--- src/shared/tcr_pkg.sv ---
package tcr_pkg;
   localparam int unsigned coord_w = 10;
   localparam logic [9:0] coord_max = 10'h3ff;
   localparam logic [7:0] hdr_touched = 8'h11;
   localparam logic [7:0] hdr_released = 8'h10;
   localparam logic [2:0] idx_hdr = 3'h0;
   localparam logic [2:0] idx_x_hi = 3'h1;
   localparam logic [2:0] idx_x_lo = 3'h2;
   localparam logic [2:0] idx_y_hi = 3'h3;
   localparam logic [2:0] idx_y_lo = 3'h4;
   localparam logic [2:0] idx_last = 3'h4;

   typedef struct packed {
      logic [9:0] x;
      logic [9:0] y;
   } tcr_coord_t;

   typedef enum logic [2:0] {
      tcr_idle = 3'b001,
      tcr_press = 3'b010,
      tcr_release = 3'b100
   } tcr_state_t;
endpackage

--- src/tcr_byte_sel.sv ---
module tcr_byte_sel (
   input wire logic [2:0] idx,
   input wire tcr_pkg::tcr_coord_t coord,
   output logic [7:0] byte_out
);
   logic [15:0] x_word;
   logic [15:0] y_word;
   assign x_word = {6'h00, coord.x};
   assign y_word = {6'h00, coord.y};
   // upper byte first on each axis, x before y
   assign byte_out = (idx == tcr_pkg::idx_x_hi) ? x_word[15:8] :
                     (idx == tcr_pkg::idx_x_lo) ? x_word[7:0] :
                     (idx == tcr_pkg::idx_y_hi) ? y_word[15:8] :
                     (idx == tcr_pkg::idx_y_lo) ? y_word[7:0] :
                     tcr_pkg::hdr_touched;
endmodule

--- src/tcr_reporter.sv ---
// Operation
// - 1024 steps per axis, panel resolution
// - origin upper left, growing right, down
// - reports are raw binary bytes
// - pressed report starts with header 11h
// - x follows in two bytes, 0..3ffh
// - y follows x, two bytes, 0..3ffh
// - high byte first; header, x, y
// - repeat pressed reports while touched
// - on lift send single 10h byte
module tcr_reporter #(
   // two stages at least; the last two must agree before a change counts
   parameter int unsigned n_sync = 3
) (
   input wire logic ref_clk,
   input wire logic srst,
   input wire logic touch_in,
   input wire logic sample_valid,
   input wire tcr_pkg::tcr_coord_t sample,
   output logic [7:0] tx_data,
   output logic tx_valid,
   input wire logic tx_ready,
   output logic report_busy
);
   logic sync_r[n_sync];
   logic sync_settled;
   logic sync_level;
   logic touch_r;

   tcr_pkg::tcr_state_t state_r;
   tcr_pkg::tcr_state_t state_nxt;
   logic [2:0] idx_r;
   logic [2:0] idx_nxt;
   tcr_pkg::tcr_coord_t pos_r;
   tcr_pkg::tcr_coord_t frame_r;
   logic [7:0] data_r;
   logic [7:0] data_nxt;
   logic [7:0] sel_byte;
   logic [2:0] sel_idx;
   logic accept;
   logic at_last;
   logic frame_load;
   logic have_pos_r;
   logic is_idle;
   logic is_press;
   logic start_report;
   logic end_report;
   logic lift_seen;
   logic to_release;
   tcr_pkg::tcr_coord_t frame_src;

   // only the first stage samples the pin
   always_ff @(posedge ref_clk) begin
      if (srst) begin
         sync_r[0] <= 1'b0;
      end else begin
         sync_r[0] <= touch_in;
      end
   end

   // later stages never see the pin, only the stage before
   for (genvar gi = 1; gi < n_sync; gi++) begin : g_sync
      always_ff @(posedge ref_clk) begin
         if (srst) begin
            sync_r[gi] <= 1'b0;
         end else begin
            sync_r[gi] <= sync_r[gi - 1];
         end
      end
   end

   // a change counts once the last two stages agree, so a lone glitch is dropped
   assign sync_settled = (sync_r[n_sync - 2] == sync_r[n_sync - 1]);
   assign sync_level = sync_r[n_sync - 1];

   always_ff @(posedge ref_clk) begin
      if (srst) begin
         touch_r <= 1'b0;
      end else if (sync_settled) begin
         touch_r <= sync_level;
      end
   end

   // sample is already clamped by its width to 0..3ffh, origin upper left
   always_ff @(posedge ref_clk) begin
      if (srst) begin
         pos_r <= '0;
      end else if (sample_valid) begin
         pos_r <= sample;
      end
   end

   // stays set until reset; a touch before any reading has no coordinates to send
   always_ff @(posedge ref_clk) begin
      if (srst) begin
         have_pos_r <= 1'b0;
      end else if (sample_valid) begin
         have_pos_r <= 1'b1;
      end
   end

   // state decode shared by the frame load and the outputs
   assign is_idle = (state_r == tcr_pkg::tcr_idle);
   assign is_press = (state_r == tcr_pkg::tcr_press);
   // a byte moves only on an edge where both sides agree
   assign accept = tx_valid & tx_ready;
   assign at_last = (idx_r == tcr_pkg::idx_last);
   assign end_report = accept & at_last;
   assign start_report = touch_r & have_pos_r;
   assign lift_seen = ~touch_r;
   // coordinates frozen per report so x and y belong to one reading
   assign frame_load = (state_nxt == tcr_pkg::tcr_press) & (idx_nxt == tcr_pkg::idx_hdr) &
                       (~is_press | accept);

   // state walk; touch is looked at only on report boundaries
   always_comb begin
      state_nxt = state_r;
      case (state_r)
         tcr_pkg::tcr_idle: begin
            // a new report only when a contact and a position exist
            if (start_report) begin
               state_nxt = tcr_pkg::tcr_press;
            end
         end
         tcr_pkg::tcr_press: begin
            // lift seen only at a report boundary, never mid report
            if (end_report && lift_seen) begin
               state_nxt = tcr_pkg::tcr_release;
            end
         end
         tcr_pkg::tcr_release: begin
            // one release byte, then silence
            if (accept) begin
               state_nxt = tcr_pkg::tcr_idle;
            end
         end
         default: begin
            state_nxt = tcr_pkg::tcr_idle;
         end
      endcase
   end

   // byte index inside a pressed report; wraps to the header after the last byte
   always_comb begin
      idx_nxt = idx_r;
      case (state_r)
         tcr_pkg::tcr_idle: begin
            idx_nxt = tcr_pkg::idx_hdr;
         end
         tcr_pkg::tcr_press: begin
            if (end_report) begin
               idx_nxt = tcr_pkg::idx_hdr;
            end else if (accept) begin
               idx_nxt = 3'(idx_r + 3'h1);
            end
         end
         tcr_pkg::tcr_release: begin
            idx_nxt = tcr_pkg::idx_hdr;
         end
         default: begin
            idx_nxt = tcr_pkg::idx_hdr;
         end
      endcase
   end

   // next index drives the selector so the byte flop loads in step
   assign sel_idx = idx_nxt;
   // the fresh reading is routed straight through on the edge that loads it
   assign frame_src = frame_load ? pos_r : frame_r;

   tcr_byte_sel u_sel (
      .idx(sel_idx),
      .coord(frame_src),
      .byte_out(sel_byte)
   );

   // raw binary bytes, release header carries no coordinates
   assign to_release = (state_nxt == tcr_pkg::tcr_release);
   assign data_nxt = to_release ? tcr_pkg::hdr_released : sel_byte;

   // registers kept apart so each reset value is plain to see
   always_ff @(posedge ref_clk) begin
      if (srst) begin
         state_r <= tcr_pkg::tcr_idle;
      end else begin
         state_r <= state_nxt;
      end
   end

   // index and state advance on the same edge so no byte is skipped
   always_ff @(posedge ref_clk) begin
      if (srst) begin
         idx_r <= tcr_pkg::idx_hdr;
      end else begin
         idx_r <= idx_nxt;
      end
   end

   // output byte from a flop loaded every edge; it holds while the host stalls because data_nxt repeats
   always_ff @(posedge ref_clk) begin
      if (srst) begin
         data_r <= 8'h00;
      end else begin
         data_r <= data_nxt;
      end
   end

   // frozen copy so x and y of one report come from one reading
   always_ff @(posedge ref_clk) begin
      if (srst) begin
         frame_r <= '0;
      end else if (frame_load) begin
         frame_r <= pos_r;
      end
   end

   // back to back reports while held
   assign tx_data = data_r;
   assign tx_valid = ~is_idle;
   // busy mirrors valid for hosts that watch only one line
   assign report_busy = tx_valid;
endmodule

--- config.mk ---
export PLATFORM = sky130hd
export DESIGN_NAME = tcr_reporter
export DESIGN_NICKNAME = d
export VERILOG_FILES = /design/src/shared/tcr_pkg.sv /design/src/tcr_byte_sel.sv /design/src/tcr_reporter.sv
export SDC_FILE = /design/constraint.sdc
export NUM_CORES = 1
export LEC_CHECK = 0
export BUFFER_PORTS_ARGS = -buffer_cell sky130_fd_sc_hd__buf_4
export CORE_ASPECT_RATIO = 1.2
export CORE_MARGIN = 2
export CORE_UTILIZATION = 54
export DETAILED_ROUTE_END_ITERATION = 6
export PLACE_DENSITY = 0.82
export SETUP_SLACK_MARGIN = 0.05
export SYNTH_ARGS = -nofsm -noshare
export SYNTH_HDL_FRONTEND = slang
export SYNTH_SLANG_ARGS = --single-unit
export TNS_END_PERCENT = 20
--- constraint.sdc ---
create_clock -name ref_clk -period 7.4 [get_ports ref_clk]
set_clock_uncertainty 0.05 [all_clocks]
set_input_delay 1.11 -clock ref_clk [delete_from_list [all_inputs] [get_ports ref_clk]]
set_output_delay 1.11 -clock ref_clk [all_outputs]
set_load 0.05 [all_outputs]
==> flow_summary.ini <==
[cells_and_area]
area.growth.synth_to_final_pct = 18.1
nets = 301
filler_cell_count = 344
layout.cells.most_common_list = 59 x sky130_fd_sc_hd__dfxtp_1, 46 x sky130_fd_sc_hd__nor2_1, 39 x sky130_fd_sc_hd__mux2i_1
num_antenna_cells = 0
drive_gt1_share_pct = 20.4
layout.cells.most_common = sky130_fd_sc_hd__dfxtp_1

[floorplanning]
start_util_pct = 56.9
ios = 35
chipWidth_um = 65.6
die_height_um = 78.0
fp.dieArea_mm2 = 0.00512
core_region_area_mm2 = 0.00433
fp-row-count = 26

[yosys]
post_synth_main_area_contributors = sky130_fd_sc_hd__dfxtp_1 48%, sky130_fd_sc_hd__mux2i_1 16%, sky130_fd_sc_hd__nor2_1 7.0%, sky130_fd_sc_hd__a21oi_1 1.8%, sky130_fd_sc_hd__o2bb2ai_1 1.8%
synthCells = 247
yosys_most_used_dff = sky130_fd_sc_hd__dfxtp_1
synth_cell_types = 51
syn-mean-instance-area_um2 = 9.97
post_synth_instance_area_mm2 = 0.00246
mappedNetlistNets = 274
ys_warn_count = 0
seq_area_frac_synth_pct = 48.0
synth_edf_count = 0
synth.ff_latch_count = 59
synthArstFlopShare_pct = 0
synthDominantCellAreaShare_pct = 48.0
synth_top_cell_by_area = sky130_fd_sc_hd__dfxtp_1

[sta]
rsz0062_at_grt = no
final_min_period_over_clock_period_pct = 45.9
setup_total_negative_slack_ps = 0
finalSetupViolCount = 0
slew_violations = 0
worst-slew-pin-transition_ps = 1150
timing.slew.headroom_pct = 23.1
final_period_minus_worst_setup_slack_ps = 3400
max_freq_ghz = 0.294
final-hold-violation-count = 0

[status]
status = finished clean

[run]
max_cap_viol_count = 0

[route]
route.detailed.drc = 0
viasPerCell = 5.44
detail_route.iter0.violations = 105
via_count = 1823
route.antenna.remaining_nets = 0
wire_per_inst_um = 13.7
detail_route.wirelength_um = 4600
router_iterations_before_antenna_repair = 5

[global_routing]
grt_pass1_vias = 1732
antenna_violations_before_repair = 0
grt.busiest_layer = met2
track_usage_pct = 20.1
grt_start_max_net_pins = 54
global_route.usage.met3_pct = 6.52
globalRouteOverflowTotal = 0
grt_util_met1_pct = 24.3
gr-usage-met2_pct = 31.2
global_route_wire_length_before_repair_um = 7800

[clock_network]
cts.repair.resized = 0
cts_inserted_buffers = 9
clkSlewWorstSetupHoldPaths_ps = 70
clkSinkCount = 59
clock_network_latency_to_the_later_pin_of_the_worst_skew_pair_ps = 340
post_cts_setup_bufs = 0
clock_tree.buffer_depth = 2
htree_num_levels = 3
cts_root_buffer = sky130_fd_sc_hd__clkbuf_8
postCtsHoldBufs = 0
cts_tree = done

[place]
dpl.hpwl_um = 3190
port_buffers = 34
gp_congestion = 0.803

[pwr]
ir_drop_v = 0.000185
power.static_leakage_nw = 1.12
totalPowerFinal_w = 0.000687
power_per_cell_area_mw_per_mm2 = 236

[worst_hold_path]
start_point_of_the_worst_hold_path = sync_r[0]
worstHoldPathType = register to register

[setup_path]
worstPathMaxFanout = 20
cp.required_ps = 7590
cp.arrival_ps = 3590
crit-reg2reg-launch = idx_r[0]
setup.worst_path.end_class = register
critPathSlowestCell = sky130_fd_sc_hd__nor3_4
timing.critical_path.cells = ha_1 -> a21boi_0 -> a311oi_1 -> nor2_1 -> nor3_4 -> mux2i_1 -> a221oi_1
crit_path_start = idx_r[0]
timing.critical_path.from_type = register
worstSetupPathType = register to register
cpPeakStageDelay_ps = 910
[per-stage QoR]
stage / cells / setup slack, ps / util (%) / area, um2 / hold WS [ps]
3_5_place_dp: 319 / 3670 / 62.0 / 2680 / 376
4_1_cts: 335 / 4000 / 67.2 / 2910 / 392
5_1_grt: 335 / 3750 / 67.2 / 2910 / 422
6_report: 335 / 4000 / 67.2 / 2910 / 386
2_1_floorplan: 247 / 4490 / - / 2460 / 364
3_3_place_gp: 319 / 3800 / 62.0 / 2680 / 366
[synth_stat cells (all sizes together) (4+ instances only)]
master	n
buf	7
clkbuf	11
nor3	6
a21oi	9
dfxtp	59
nor2b	5
o2bb2ai	5
nor2	46
nand2	7
mux2i	39
inv	4
[per-layer routing]
| layer | wire, um | part of all wire, % |
|---|---|---|
| met5 | 0 | 0 |
| met4 | 109 | 2.4 |
| met3 | 182 | 4.0 |
| met2 | 2230 | 48 |
| met1 | 2080 | 45 |
[report_power, final]
part           total (W)  leakage [nW]  switching (W)  internal, W
Combinational  0.0000333         0.527      0.0000162    0.0000171
Clock           0.000324         0.114       0.000131     0.000192
Sequential      0.000330         0.481     0.00000430     0.000326
Total           0.000687          1.12       0.000152     0.000535
[layout make-up]
type	instances	area, um2	share of cell area (%)
inverters	4	15.0	0.516
well taps	56	70.1	2.41
clock inverters	7	100	3.44
multi-input cells	166	1160	40.0
repair buffers	34	255	8.78
flip-flops and latches	59	1180	40.6
clock buffers	9	124	4.26
[cells by family after synthesis]
family | share of synthesized area [%]
AOI/OAI and AO/OA | 11.3
xor gates and xnor gates | 0.712
adders and majority gates | 1.02
buffers and inverters | 4.83
DFF | 48.0
muxes | 15.9
and+or+nand+nor | 18.3
[sequential cells by signal, indices dropped and copies added (netlist names)]
| name | count |
|---|---|
| frame_r | 20 |
| have_pos_r | 1 |
| idx_r | 3 |
| pos_r | 20 |
| state_r | 3 |
| sync_r | 3 |
| touch_r | 1 |
| tx_data | 8 |
[critical path: cells and delay by family, from the launching register on]
| family | cells | cell delay (ps) |
|---|---|---|
| DFF | 1 | 570 |
| AOI/OAI and AO/OA | 3 | 960 |
| and+or+nand+nor | 2 | 1120 |
| muxes | 1 | 230 |
| adders and majority gates | 1 | 370 |
[worst paths after layout]
check / cells past startpoint / end / slack (ps)
worst min register to register: 1 / sync_r[1] / 390
worst max register to register: 7 / tx_data[4] / 4000
worst min-delay path: 1 / sync_r[1] / 390
worst max-delay path: 7 / tx_data[4] / 4000
Power figures use the tool's default switching activity.
